==> src/rtl/dsr_pkg.sv <==
package dsr_pkg;

   ////////////////////////////////////////////////////////////////////////////
   // Link geometry
   localparam int PAIRS_WIDE          = 4;
   localparam int PAIRS_NARROW        = 3;
   localparam int BITS_PER_PAIR       = 7;
   localparam int COLOUR_BITS_WIDE    = 24;
   localparam int COLOUR_BITS_NARROW  = 18;

   // Control bit positions in the parallel word
   localparam int SPARE_IDX_WIDE      = 23;
   localparam int HSYNC_IDX_WIDE      = 24;
   localparam int VSYNC_IDX_WIDE      = 25;
   localparam int DE_IDX_WIDE         = 26;
   localparam int HSYNC_IDX_NARROW    = 18;
   localparam int VSYNC_IDX_NARROW    = 19;
   localparam int DE_IDX_NARROW       = 20;

   ////////////////////////////////////////////////////////////////////////////
   // Timing
   localparam int LINK_MIN_MHZ            = 20;
   localparam int LINK_MAX_MHZ            = 66;
   localparam int REF_CLK_PERIOD_NS       = 40;
   localparam int LOCK_ACQUIRE_TIME_MS    = 10;
   localparam int LOCK_ACQUIRE_CYC        = LOCK_ACQUIRE_TIME_MS * 1000000 / REF_CLK_PERIOD_NS;
   localparam int POWER_DOWN_ENTRY_TIME_NS = 1000;
   localparam int POWER_DOWN_ENTRY_CYC    = POWER_DOWN_ENTRY_TIME_NS / REF_CLK_PERIOD_NS;
   localparam int LATENCY_LINK_PERIODS    = 2;

   // Link period window in reference cycles, lock criteria
   localparam int PHASE_W        = 7;
   localparam int MIN_PERIOD_CYC = 7;
   localparam int MAX_PERIOD_CYC = 64;
   localparam int PERIOD_TOL     = 1;
   localparam int LOCK_PERIODS   = 4;
   localparam int FIFO_DEPTH     = 8;

   typedef enum logic [1:0] {DSR_OFF, DSR_HUNT, DSR_LOCKED, DSR_STALLED} dsr_lock_e;

endpackage

==> src/rtl/dsr_word_if.sv <==
`timescale 1ns/1ps
// One parallel word with valid/ready handshake
interface dsr_word_if #(parameter int W = 28) (input wire logic clk);
   logic         valid;
   logic         ready;
   logic [W-1:0] data;
   modport src (output valid, output data, input ready);
   modport snk (input valid, input data, output ready);
endinterface
==> src/rtl/dsr_deserializer.sv <==
`timescale 1ns/1ps
module dsr_deserializer
   import dsr_pkg::*;
#(
   parameter int PAIRS            = PAIRS_WIDE,
   parameter int LOCK_ACQUIRE_MAX = LOCK_ACQUIRE_CYC
) (
   // Clock and reset
   input  wire logic                            ref_clk_in,
   input  wire logic                            rst_b_in,
   // Link pins
   input  wire logic                            link_clock_in,
   input  wire logic [PAIRS-1:0]                serial_pair_inputs_in,
   input  wire logic                            low_power_request_n_in,
   // Parallel side
   output logic [PAIRS*BITS_PER_PAIR-1:0]       parallel_data_outputs_out,
   output logic                                 recovered_output_clock_out,
   output logic                                 hsync_out,
   output logic                                 vsync_out,
   output logic                                 display_enable_flag_out,
   output logic                                 spare_control_bit_out,
   // Status
   output logic                                 link_locked_out,
   output logic                                 outputs_valid_out,
   output logic                                 power_down_out
);
   localparam int W      = PAIRS * BITS_PER_PAIR;
   localparam int SW     = PAIRS + 2;
   localparam int HS_IDX = (PAIRS == PAIRS_WIDE) ? HSYNC_IDX_WIDE : HSYNC_IDX_NARROW;
   localparam int VS_IDX = (PAIRS == PAIRS_WIDE) ? VSYNC_IDX_WIDE : VSYNC_IDX_NARROW;
   localparam int DE_IDX = (PAIRS == PAIRS_WIDE) ? DE_IDX_WIDE : DE_IDX_NARROW;
   localparam int PW     = PHASE_W + 4;

   ////////////////////////////////////////////////////////////////////////////
   // Input synchronisers

   logic [SW-1:0]          sync_meta;
   logic [SW-1:0]          sync_s;
   wire  [PAIRS-1:0]       pair_s  = sync_s[PAIRS-1:0];
   wire                    link_s  = sync_s[PAIRS];
   wire                    lp_n_s  = sync_s[PAIRS+1];
   wire                    pd      = !lp_n_s;

   // one link clock beside the pairs
   // Clock and data share one path so their sampling delay stays matched
   always_ff @(posedge ref_clk_in or negedge rst_b_in) begin
      if (!rst_b_in) begin
         sync_meta <= '0;
         sync_s    <= '0;
      end else begin
         sync_meta <= {low_power_request_n_in, link_clock_in, serial_pair_inputs_in};
         sync_s    <= sync_meta;
      end
   end

   ////////////////////////////////////////////////////////////////////////////
   // Link clock recovery

   logic                   rise;
   logic [PHASE_W-1:0]     phase;
   logic [PHASE_W-1:0]     period;
   logic                   locked;
   logic                   stalled;

   dsr_link_mon u_mon (
      .ref_clk_in  (ref_clk_in),
      .rst_b_in    (rst_b_in),
      .pd_in       (pd),
      .link_s_in   (link_s),
      .rise_out    (rise),
      .phase_out   (phase),
      .period_out  (period),
      .locked_out  (locked),
      .stalled_out (stalled)
   );

   ////////////////////////////////////////////////////////////////////////////
   // Sample points and capture

   logic [BITS_PER_PAIR-1:0] strobe;
   logic [BITS_PER_PAIR-1:0] mask;
   logic [BITS_PER_PAIR-1:0] next_mask;
   logic [W-1:0]             word;
   logic [W-1:0]             next_word;
   logic                     pend_valid;
   logic [W-1:0]             pend_data;
   wire                      cap_en;
   wire                      word_done;
   wire  [PHASE_W-1:0]       phase_n;
   wire  [PHASE_W-1:0]       slot;

   dsr_word_if #(.W(W)) wr_if (.clk(ref_clk_in));
   dsr_word_if #(.W(W)) rd_if (.clk(ref_clk_in));

   // no capture before lock; full queue also stalls capture
   assign cap_en = locked && !(pend_valid && !wr_if.ready);

   // Slot 0 is the edge-detect cycle itself, whose synced data share the clock's delay
   assign phase_n = phase + 1'b1;
   assign slot    = rise ? '0 : phase_n;

   // bit k is sampled at (2k+1)/14 of the measured period, mid-bit
   genvar k;
   genvar p;
   generate
      for (k = 0; k < BITS_PER_PAIR; k++) begin : g_pos
         wire [PW-1:0] prod = PW'(2 * k + 1) * {4'h0, period};
         wire [PW-1:0] pos  = prod / PW'(2 * BITS_PER_PAIR);
         assign strobe[k]    = cap_en && ({4'h0, slot} == pos);
         assign next_mask[k] = rise ? strobe[k] : (mask[k] | strobe[k]);
         // bit k of pair p lands at index p*7+k
         for (p = 0; p < PAIRS; p++) begin : g_pair
            assign next_word[p*BITS_PER_PAIR+k] = strobe[k] ? pair_s[p] : word[p*BITS_PER_PAIR+k];
         end
      end
   endgenerate

   // a word is complete only when the first six points were all taken
   assign word_done = strobe[BITS_PER_PAIR-1] && (mask[BITS_PER_PAIR-2:0] == '1);

   // Capture registers
   always_ff @(posedge ref_clk_in or negedge rst_b_in) begin
      if (!rst_b_in) begin
         word <= '0;
         mask <= '0;
      end else begin
         word <= next_word;
         mask <= pd ? '0 : next_mask;
      end
   end

   // Holding stage towards the queue
   always_ff @(posedge ref_clk_in or negedge rst_b_in) begin
      if (!rst_b_in) begin
         pend_valid <= 1'b0;
         pend_data  <= '0;
      end else if (pd) begin
         pend_valid <= 1'b0;
      end else if (word_done) begin
         pend_valid <= 1'b1;
         pend_data  <= next_word;
      end else if (wr_if.ready) begin
         pend_valid <= 1'b0;
      end
   end

   assign wr_if.valid = pend_valid;
   assign wr_if.data  = pend_data;

   ////////////////////////////////////////////////////////////////////////////
   // Word queue between capture and output stage

   dsr_fifo #(.W(W), .DEPTH(FIFO_DEPTH)) u_fifo (
      .ref_clk_in (ref_clk_in),
      .rst_b_in   (rst_b_in),
      .flush_in   (pd),
      .wr         (wr_if.snk),
      .rd         (rd_if.src)
   );

   ////////////////////////////////////////////////////////////////////////////
   // Output stage

   wire out_pop  = rise && locked && rd_if.valid;
   wire out_fall = recovered_output_clock_out && (phase == (period >> 1)) && !rise;

   // a word waits for the next link edge, two periods after its first bit
   assign rd_if.ready = rise && locked;

   // data and clock move together; no edge means hold
   always_ff @(posedge ref_clk_in or negedge rst_b_in) begin
      if (!rst_b_in) begin
         parallel_data_outputs_out  <= '0;
         recovered_output_clock_out <= 1'b0;
         hsync_out                  <= 1'b0;
         vsync_out                  <= 1'b0;
         display_enable_flag_out    <= 1'b0;
         spare_control_bit_out      <= 1'b0;
      end else if (pd) begin
         parallel_data_outputs_out  <= '0;
         recovered_output_clock_out <= 1'b0;
         hsync_out                  <= 1'b0;
         vsync_out                  <= 1'b0;
         display_enable_flag_out    <= 1'b0;
         spare_control_bit_out      <= 1'b0;
      end else if (out_pop) begin
         parallel_data_outputs_out  <= rd_if.data;
         recovered_output_clock_out <= 1'b1;
         hsync_out                  <= rd_if.data[HS_IDX];
         vsync_out                  <= rd_if.data[VS_IDX];
         display_enable_flag_out    <= rd_if.data[DE_IDX];
         spare_control_bit_out      <= (PAIRS == PAIRS_WIDE) ? rd_if.data[SPARE_IDX_WIDE] : 1'b0;
      end else if (out_fall) begin
         recovered_output_clock_out <= 1'b0;
      end
   end

   // status flags; valid drops whenever lock is gone
   always_ff @(posedge ref_clk_in or negedge rst_b_in) begin
      if (!rst_b_in) begin
         link_locked_out   <= 1'b0;
         outputs_valid_out <= 1'b0;
         power_down_out    <= 1'b1;
      end else begin
         link_locked_out   <= locked;
         power_down_out    <= pd;
         if (!locked || pd) outputs_valid_out <= 1'b0;
         else if (out_pop) outputs_valid_out <= 1'b1;
      end
   end

   ////////////////////////////////////////////////////////////////////////////
   // Checks

   // Helper: cycles spent hunting while the link toggles
   logic [31:0] hunt_cnt;
   always_ff @(posedge ref_clk_in or negedge rst_b_in) begin
      if (!rst_b_in) hunt_cnt <= '0;
      else if (locked || pd || stalled) hunt_cnt <= '0;
      else hunt_cnt <= hunt_cnt + 1'b1;
   end

   lock_time_a : assert property (@(posedge ref_clk_in) disable iff (!rst_b_in)
      hunt_cnt < 32'(LOCK_ACQUIRE_MAX))
      else $error("lock not reached in time");

   lock_gate_a : assert property (@(posedge ref_clk_in) disable iff (!rst_b_in)
      $rose(wr_if.valid) |-> $past(locked))
      else $error("word captured without lock");

   full_word_a : assert property (@(posedge ref_clk_in) disable iff (!rst_b_in)
      $rose(wr_if.valid) |-> $past(mask) == 7'h3F)
      else $error("word pushed before seven samples");

   // data moves only with a rising output clock or when power-down clears it
   clk_update_a : assert property (@(posedge ref_clk_in) disable iff (!rst_b_in)
      $changed(parallel_data_outputs_out) |-> $rose(recovered_output_clock_out) || $past(pd))
      else $error("data changed without output clock edge");

   pd_entry_a : assert property (@(posedge ref_clk_in) disable iff (!rst_b_in)
      $fell(lp_n_s) |-> ##1 (power_down_out && !recovered_output_clock_out && !outputs_valid_out
                             && parallel_data_outputs_out == '0))
      else $error("power-down not entered");

   stall_hold_a : assert property (@(posedge ref_clk_in) disable iff (!rst_b_in)
      (stalled && !rise && !pd) |=> $stable(parallel_data_outputs_out) && $stable(recovered_output_clock_out))
      else $error("outputs moved while link clock stopped");

   invalid_lock_a : assert property (@(posedge ref_clk_in) disable iff (!rst_b_in)
      !locked |=> !outputs_valid_out)
      else $error("outputs valid without lock");

   // output clock stops with the link
   clk_stop_a : assert property (@(posedge ref_clk_in) disable iff (!rst_b_in)
      (stalled && !rise) [*2] |-> !$rose(recovered_output_clock_out))
      else $error("output clock rose on a dead link");

endmodule

==> src/rtl/dsr_fifo.sv <==
`timescale 1ns/1ps
module dsr_fifo
   import dsr_pkg::*;
#(
   parameter int W     = 28,
   parameter int DEPTH = FIFO_DEPTH
) (
   // Clock and reset
   input  wire logic ref_clk_in,
   input  wire logic rst_b_in,
   input  wire logic flush_in,
   // Word ports
   dsr_word_if.snk   wr,
   dsr_word_if.src   rd
);
   localparam int AW = $clog2(DEPTH);

   logic [W-1:0] mem [DEPTH];
   logic [AW:0]  wptr;
   logic [AW:0]  rptr;
   logic [AW:0]  count;
   wire          push = wr.valid && wr.ready;
   wire          pop  = rd.valid && rd.ready;

   // Honest full and empty from the pointer distance
   assign count    = wptr - rptr;
   assign wr.ready = (count != (AW+1)'(DEPTH));
   assign rd.valid = (count != '0);
   assign rd.data  = mem[rptr[AW-1:0]];

   // Pointers; flush empties the queue on power-down
   always_ff @(posedge ref_clk_in or negedge rst_b_in) begin
      if (!rst_b_in) begin
         wptr <= '0;
         rptr <= '0;
      end else if (flush_in) begin
         wptr <= '0;
         rptr <= '0;
      end else begin
         wptr <= wptr + (AW+1)'(push);
         rptr <= rptr + (AW+1)'(pop);
      end
   end

   // Storage has no reset, only written on push
   always_ff @(posedge ref_clk_in) begin
      if (push) begin
         mem[wptr[AW-1:0]] <= wr.data;
      end
   end

   fifo_count_a : assert property (@(posedge ref_clk_in) disable iff (!rst_b_in)
      (push && !pop && !flush_in) |=> count == $past(count) + 1'b1)
      else $error("fifo count did not grow on push");

endmodule

==> src/rtl/dsr_link_mon.sv <==
`timescale 1ns/1ps
module dsr_link_mon
   import dsr_pkg::*;
(
   // Clock and reset
   input  wire logic               ref_clk_in,
   input  wire logic               rst_b_in,
   // Synchronised inputs
   input  wire logic               pd_in,
   input  wire logic               link_s_in,
   // Timing state
   output logic                    rise_out,
   output logic [PHASE_W-1:0]      phase_out,
   output logic [PHASE_W-1:0]      period_out,
   output logic                    locked_out,
   output logic                    stalled_out
);
   dsr_lock_e          state;
   dsr_lock_e          next_state;
   logic               link_d;
   logic [2:0]         good;
   wire [PHASE_W-1:0]  meas    = phase_out + 1'b1;
   wire [PHASE_W-1:0]  diff    = (meas > period_out) ? meas - period_out : period_out - meas;
   wire                in_rng  = (meas >= PHASE_W'(MIN_PERIOD_CYC)) && (meas <= PHASE_W'(MAX_PERIOD_CYC));
   wire                steady  = in_rng && (diff <= PHASE_W'(PERIOD_TOL));

   // Edge and stall decode
   assign rise_out    = link_s_in && !link_d;
   assign stalled_out = (phase_out >= PHASE_W'(MAX_PERIOD_CYC));
   assign locked_out  = (state == DSR_LOCKED);

   // Lock tracking
   always_comb begin
      next_state = state;
      unique case (state)
         DSR_OFF:     next_state = DSR_HUNT;
         DSR_HUNT:    if (rise_out && steady && good == 3'(LOCK_PERIODS - 1)) next_state = DSR_LOCKED;
         DSR_LOCKED:  if (stalled_out) next_state = DSR_STALLED;
                      else if (rise_out && !steady) next_state = DSR_HUNT;
         DSR_STALLED: if (rise_out) next_state = DSR_HUNT;
      endcase
      if (pd_in) next_state = DSR_OFF;
   end

   // Phase counter saturates so a dead link reads as stalled
   always_ff @(posedge ref_clk_in or negedge rst_b_in) begin
      if (!rst_b_in) begin
         state      <= DSR_OFF;
         link_d     <= 1'b0;
         phase_out  <= '1;
         period_out <= '0;
         good       <= '0;
      end else begin
         state  <= next_state;
         link_d <= link_s_in;
         if (rise_out) phase_out <= '0;
         else if (!stalled_out) phase_out <= phase_out + 1'b1;
         if (rise_out) period_out <= meas;
         if (pd_in || (rise_out && !steady)) good <= '0;
         else if (rise_out && good != 3'(LOCK_PERIODS - 1)) good <= good + 1'b1;
      end
   end

   period_range_a : assert property (@(posedge ref_clk_in) disable iff (!rst_b_in)
      locked_out |-> (period_out >= PHASE_W'(MIN_PERIOD_CYC) && period_out <= PHASE_W'(MAX_PERIOD_CYC)))
      else $error("locked on a period outside the window");

endmodule

==> config.mk <==
export PLATFORM = sky130hd
export DESIGN_NAME = dsr_deserializer
export DESIGN_NICKNAME = d
export VERILOG_FILES = /design/src/rtl/dsr_pkg.sv /design/src/rtl/dsr_word_if.sv /design/src/rtl/dsr_deserializer.sv /design/src/rtl/dsr_fifo.sv /design/src/rtl/dsr_link_mon.sv
export SDC_FILE = /design/constraint.sdc
export NUM_CORES = 1
export LEC_CHECK = 0
export BUFFER_PORTS_ARGS = -buffer_cell sky130_fd_sc_hd__buf_2
export CAP_MARGIN = 40
export CORE_ASPECT_RATIO = 1.2
export CORE_MARGIN = 3
export CORE_UTILIZATION = 45
export CTS_CLUSTER_SIZE = 30
export DETAILED_ROUTE_END_ITERATION = 16
export GPL_ROUTABILITY_DRIVEN = 0
export SYNTH_ARGS = -nofsm -noshare
export SYNTH_HDL_FRONTEND = slang
export SYNTH_HIERARCHICAL = 1
export SYNTH_SLANG_ARGS = --single-unit
==> constraint.sdc <==
create_clock -name ref_clk_in -period 8.7 [get_ports ref_clk_in]
set_clock_uncertainty 0.05 [all_clocks]
set_input_delay 2.61 -clock ref_clk_in [delete_from_list [all_inputs] [get_ports ref_clk_in]]
set_output_delay 2.61 -clock ref_clk_in [all_outputs]
set_load 0.03 [all_outputs]
==> flow_metrics.env, run 1 <==
export IMPL_grt_setup_unrepaired="false"
export IMPL_netlist_area_um2=22000
export IMPL_grt_max_degree=89
export IMPL_worst_setup_path_start_kind="flop"
export IMPL_dp_worst_setup_slack_ns=0.759
export IMPL_ant_nets=0
export IMPL_num_io_pins=44
export IMPL_dr_pass1_iters=5
export IMPL_grt_use_total=0.206
export IMPL_syn_inst=1995
export IMPL_tns_ns=0
export IMPL_use_met1=0.258
export IMPL_status="complete, no violations"
export IMPL_final_area_um2=24200
export IMPL_routed_wl_um=54000
export IMPL_route_detailed_drc=0
export IMPL_ir_drop_mv=0.133
export IMPL_max_slew_worst_pin_slew_ns=0.962
export IMPL_routed_via_density=5.96
export IMPL_setup_viol=0
export IMPL_nets=2155
export IMPL_htreeDepth=2
export IMPL_vias=16000
export IMPL_relSlewSlack=0.354
export IMPL_place_port_buffers=43
export IMPL_final_max_slew_viol_count=0
export IMPL_antenna_cells=0
export IMPL_cts_sinks=355
export IMPL_drv_cap=0
export IMPL_postSynthNetCount=2118
export IMPL_grt_pass1_vias=15800
export IMPL_gr_usage_met3=0.0190
export IMPL_die_h_um=248
export IMPL_pwr_density_cell_nw_per_um2=280
export IMPL_ff2ff_setup_slack_ns=0.70
export IMPL_postLayoutCoreUtil=0.501
export IMPL_grt_most_used_layer="met2"
export IMPL_cts_tree="done"
export IMPL_yosysWarnings=6
export IMPL_coreArea_um2=48200
export IMPL_cts_resized=0
export IMPL_critPathCaptureType="flop"
export IMPL_hp_class="flop to flop"
export IMPL_cp_required_ns=9.03
export IMPL_leakage_nw=8.80
export IMPL_grt_use_met2=0.380
export IMPL_path_class="flop to flop"
export IMPL_clkLatencyLatePin_ns=0.51
export IMPL_clk_path_buf_depth=3
export IMPL_initial_utilization=0.457
export IMPL_grt_pass1_wl_um=86500
export IMPL_routedWlPerCell_um=20.1
export IMPL_cts_buffers=34
export IMPL_avgSynthCellArea_um2=11.0
export IMPL_root_buffer="clkbuf_16"
export IMPL_clkTransAtPathRegs_ns=0.06
export IMPL_placedInstanceArea_um2=23100
export IMPL_die_area_um2=51600
export IMPL_dpl_hpwl_um=36700
export IMPL_grt_overflow_total=0
export IMPL_antenna_found_initial=0
export IMPL_max_freq_ghz=0.125
export IMPL_layout_drive_gt1_share=0.151
export IMPL_post_cts_setup_buffer_count=0
export IMPL_setup_slack_ns=0.698
export IMPL_min_period_ns=8.00
export IMPL_hold_viol_final=0
export IMPL_finalCritPeriodShare=0.920
export IMPL_die_x_um=208
export IMPL_drt_iter0_markers=1071
export IMPL_cts_hold_buffers=0
export IMPL_cp_max_fo=19
export IMPL_arrival_ns=8.33
export IMPL_rows=88
export IMPL_syn2layout_area_growth_pct=9.71
## critical path: stages, from the launching register on
cell and delay (ns):
dfrtp_1 0.50, ha_1 0.27, ha_1 0.24, fa_1 0.49, xor2_1 0.79, nor3_1 0.19
nand3_2 0.18, a221oi_2 0.09, a211oi_2 0.82, nor2_1 0.18, a32o_2 0.34, o2111a_1 0.30
a2111o_1 0.70, nor2_4 0.19, o221ai_2 0.14, or2_1 0.40, a41o_1 0.27, o211ai_1 0.25
xor2_1 0.11, nor3_1 0.75, inv_1 0.28, o21ai_1 0.23, o21ai_0 0.10
## registers in the layout, summed over array words and instances (netlist names), 7 cells and up
name and count:
u_fifo/mem 224, u_mon/phase_out 7, u_mon/period_out 7, pend_data 28
parallel_data_outputs_out 28, word 24
## cell usage in the layout, fill, tap and decap left out, types with 16 or more instances in the layout
cell	n
nor4_1	16
o22ai_1	17
clkbuf_16	35
xor2_1	47
a21oi_1	120
a211oi_1	18
a21o_1	19
dfrtp_1	121
o21ai_0	88
buf_4	43
nor2_1	111
nor2b_1	20
nand3_1	41
mux4_2	56
o31ai_1	18
inv_1	79
fa_1	21
buf_2	42
ha_1	94
edfxtp_1	224
a22o_1	31
xnor2_1	102
o211ai_1	20
nand2_1	193
a31oi_1	23
mux2_2	47
nor3_1	57
## worst paths after layout
kind	startpoint	to	cells past startpoint
setup / recovery	u_mon/period_out[0]$_DFFE_PN0P_	word[25]$_DFF_PN0_	22
hold / removal	sync_meta[2]$_DFF_PN0_	sync_s[2]$_DFF_PN0_	0
setup reg to reg	u_mon/period_out[0]$_DFFE_PN0P_	word[25]$_DFF_PN0_	22
hold reg to reg	sync_meta[2]$_DFF_PN0_	sync_s[2]$_DFF_PN0_	0
max in group asynchronous	rst_b_in	u_fifo/rptr[0]$_DFF_PN0_	2
min in group asynchronous	rst_b_in	pend_data[13]$_DFFE_PN0P_	1
## where the power goes
part / internal [W] / switching (W) / leakage, nW
clock network: 0.000842 / 0.000598 / 0.526
logic: 0.00132 / 0.00211 / 4.99
registers: 0.00185 / 0.0000579 / 3.29
## metal layers
layer  wire (um)  vias to the layer above
met5           0                        -
li1            -                     7612
met2       27900                      360
met4        1480                        0
met1       22900                     7961
met3        1750                       87
## layout make-up
cell class	instances	area (um^2)
clock buffers	48	935
clock inverters	13	143
fillers	4314	24100
inverters	84	315
multi-input cells	1467	11300
flip-flops and latches	355	10000
well taps	630	788
repair buffers	90	626
## stage by stage
step                      total power (W)  hold slack [ns]  std cells
after CTS                         0.00678            0.301       2684
after global routing              0.00726            0.308       2687
final                             0.00677            0.299       2687
after detailed placement          0.00531            0.286       2623
after floorplan                   0.00457            0.281       1995
after global placement            0.00522            0.284       2616
Note: power is estimated with default switching activity, not from simulation.
==> run 2: changes to the inputs <==
--- a/config.mk
+++ b/config.mk
@@ -13,6 +13,7 @@
 export CTS_CLUSTER_SIZE = 30
 export DETAILED_ROUTE_END_ITERATION = 16
 export GPL_ROUTABILITY_DRIVEN = 0
+export MAX_ROUTING_LAYER = met4
 export SYNTH_ARGS = -nofsm -noshare
 export SYNTH_HDL_FRONTEND = slang
 export SYNTH_HIERARCHICAL = 1
==> run 2 against run 1 <==
- via count hardly changed
- register-to-register slack barely moved
- combinational power about the same
- wire length barely moved
- cell area stayed put
==> flow_metrics.env, run 2 (synthesized netlist as in run 1, its figures left out) <==
export IMPL_status="complete, no violations"
export IMPL_final_cells=2687
export IMPL_swShare=0.409
export IMPL_dp_worst_setup_slack_ns=0.759
export IMPL_layout_drive_gt1_share=0.151
export IMPL_arrival_ns=8.34
export IMPL_vias=16000
export IMPL_routed_via_density=5.96
export IMPL_pwr_density_cell_nw_per_um2=281
export IMPL_syn2layout_area_growth_pct=9.71
export IMPL_placed_cells=2623
export IMPL_route_detailed_drc=0
export IMPL_cts_hold_buffers=0
export IMPL_grt_use_total=0.212
export IMPL_max_slew_worst_pin_slew_ns=0.953
export IMPL_ant_nets=0
export IMPL_p_sw_w=0.00277
export IMPL_drv_cap=0
export IMPL_crit_chain="ha_1, ha_1, fa_1, xor2_1, nor3_1, nand3_2, a221oi_2, a211oi_2, nor2_1, a32o_2, o2111a_1, a2111o_1, nor2_4, o221ai_2, or2_1, a41o_1, o211ai_1, xor2_1, nor3_1, inv_1, o21ai_1, o21ai_0"
export IMPL_antenna_cells=0
export IMPL_grt_setup_unrepaired="false"
export IMPL_clkLatencyLatePin_ns=0.51
export IMPL_cts_buffers=34
export IMPL_die_area_um2=51600
export IMPL_critPathCaptureType="flop"
export IMPL_clkTransAtPathRegs_ns=0.06
export IMPL_cts_tree="done"
export IMPL_max_freq_ghz=0.125
export IMPL_clkPwrFrac=0.212
export IMPL_fillCellCount=4314
export IMPL_drt_iter0_markers=1158
export IMPL_nets=2155
export IMPL_pwr_share_comb=0.506
export IMPL_dpl_hpwl_um=36700
export IMPL_routedWlPerCell_um=20.1
export IMPL_layout_common_cells="224 x edfxtp_1, 193 x nand2_1, 121 x dfrtp_1"
export IMPL_dr_pass1_iters=5
export IMPL_routed_wl_um=54000
export IMPL_hp_class="flop to flop"
export IMPL_die_h_um=248
export IMPL_leakage_nw=8.80
export IMPL_place_port_buffers=43
export IMPL_num_io_pins=44
export IMPL_finalCritPeriodShare=0.920
export IMPL_cp_max_fo=19
export IMPL_coreArea_um2=48200
export IMPL_setup_viol=0
export IMPL_path_class="flop to flop"
export IMPL_htreeDepth=2
export IMPL_ir_drop_mv=0.136
export IMPL_power_internal_w=0.00401
export IMPL_postLayoutCoreUtil=0.501
export IMPL_initial_utilization=0.457
export IMPL_cts_sinks=355
export IMPL_grt_pass1_wl_um=86500
export IMPL_largest_reg_flops=224
export IMPL_die_x_um=208
export IMPL_clk_path_buf_depth=3
export IMPL_antenna_found_initial=0
export IMPL_hold_viol_final=0
export IMPL_grt_overflow_total=0
export IMPL_root_buffer="clkbuf_16"
export IMPL_p_total_w=0.00678
export IMPL_critPathMaxStageDelay_ns=0.83
export IMPL_final_common_cell="edfxtp_1"
export IMPL_cp_required_ns=9.03
export IMPL_path_delay_family="compound AO/OA/AOI/OAI gates"
export IMPL_worst_setup_path_start_kind="flop"
export IMPL_grt_max_degree=89
export IMPL_crit_slowest_cell="a211oi_2"
export IMPL_final_max_slew_viol_count=0
export IMPL_relSlewSlack=0.360
export IMPL_min_period_ns=8.01
export IMPL_tns_ns=0
export IMPL_rows=88
export IMPL_grt_pass1_vias=15800
export IMPL_power_frac_seq=0.281
export IMPL_path_buf_inv=1
export IMPL_setup_slack_ns=0.692
## run 2: what timing repair did
item,CTS,global route
setup endpoints to repair,0,4
gates resized for setup,0,0
buffers inserted,0,3
## run 2: routing by layer
| layer | wire, um | global-route usage | up-vias |
|---|---|---|---|
| li1 | - | - | 7606 |
| met1 | 22800 | 0.258 | 7957 |
| met2 | 27800 | 0.380 | 375 |
| met3 | 1870 | 0.0190 | 87 |
| met4 | 1480 | 0.0631 | 0 |
| met5 | 0 | - | - |
## run 2: through the flow
step                      hold slack [ns]  area (um^2)
after floorplan                     0.281        22000
after global placement              0.284        23000
after detailed placement            0.286        23100
after CTS                           0.301        24100
after global routing                0.308        24200
final                               0.299        24200
## run 2: worst paths after layout
check / start / end / slack [ns] / depth (start not counted)
worst min-delay path: sync_meta[2]$_DFF_PN0_ / sync_s[2]$_DFF_PN0_ / 0.30 / 0
min in group asynchronous: rst_b_in / pend_data[13]$_DFFE_PN0P_ / 1.81 / 1
max in group asynchronous: rst_b_in / u_fifo/rptr[0]$_DFF_PN0_ / 5.98 / 2
worst min register to register: sync_meta[2]$_DFF_PN0_ / sync_s[2]$_DFF_PN0_ / 0.30 / 0
worst max register to register: u_mon/period_out[0]$_DFFE_PN0P_ / word[25]$_DFF_PN0_ / 0.69 / 22
worst max-delay path: u_mon/period_out[0]$_DFFE_PN0P_ / word[25]$_DFF_PN0_ / 0.69 / 22
## run 2: power by group through the flow
stage / sequential [W] / clock, W / combinational [W]
2_1_floorplan: 0.00194 / 0 / 0.00264
3_3_place_gp: 0.00194 / 0 / 0.00329
3_5_place_dp: 0.00194 / 0 / 0.00337
4_1_cts: 0.00191 / 0.00148 / 0.00339
5_1_grt: 0.00191 / 0.00154 / 0.00380
6_report: 0.00191 / 0.00144 / 0.00343
## run 2: area by class of cell
| type | instances | area [um^2] | share of cell area |
|---|---|---|---|
| Clock inverter | 13 | 143 | 0.00590 |
| Sequential cell | 355 | 10000 | 0.415 |
| Inverter | 84 | 315 | 0.0131 |
| Timing Repair Buffer | 90 | 626 | 0.0259 |
| Clock buffer | 48 | 935 | 0.0387 |
| Multi-Input combinational cell | 1467 | 11300 | 0.469 |
| Tap cell | 630 | 788 | 0.0326 |
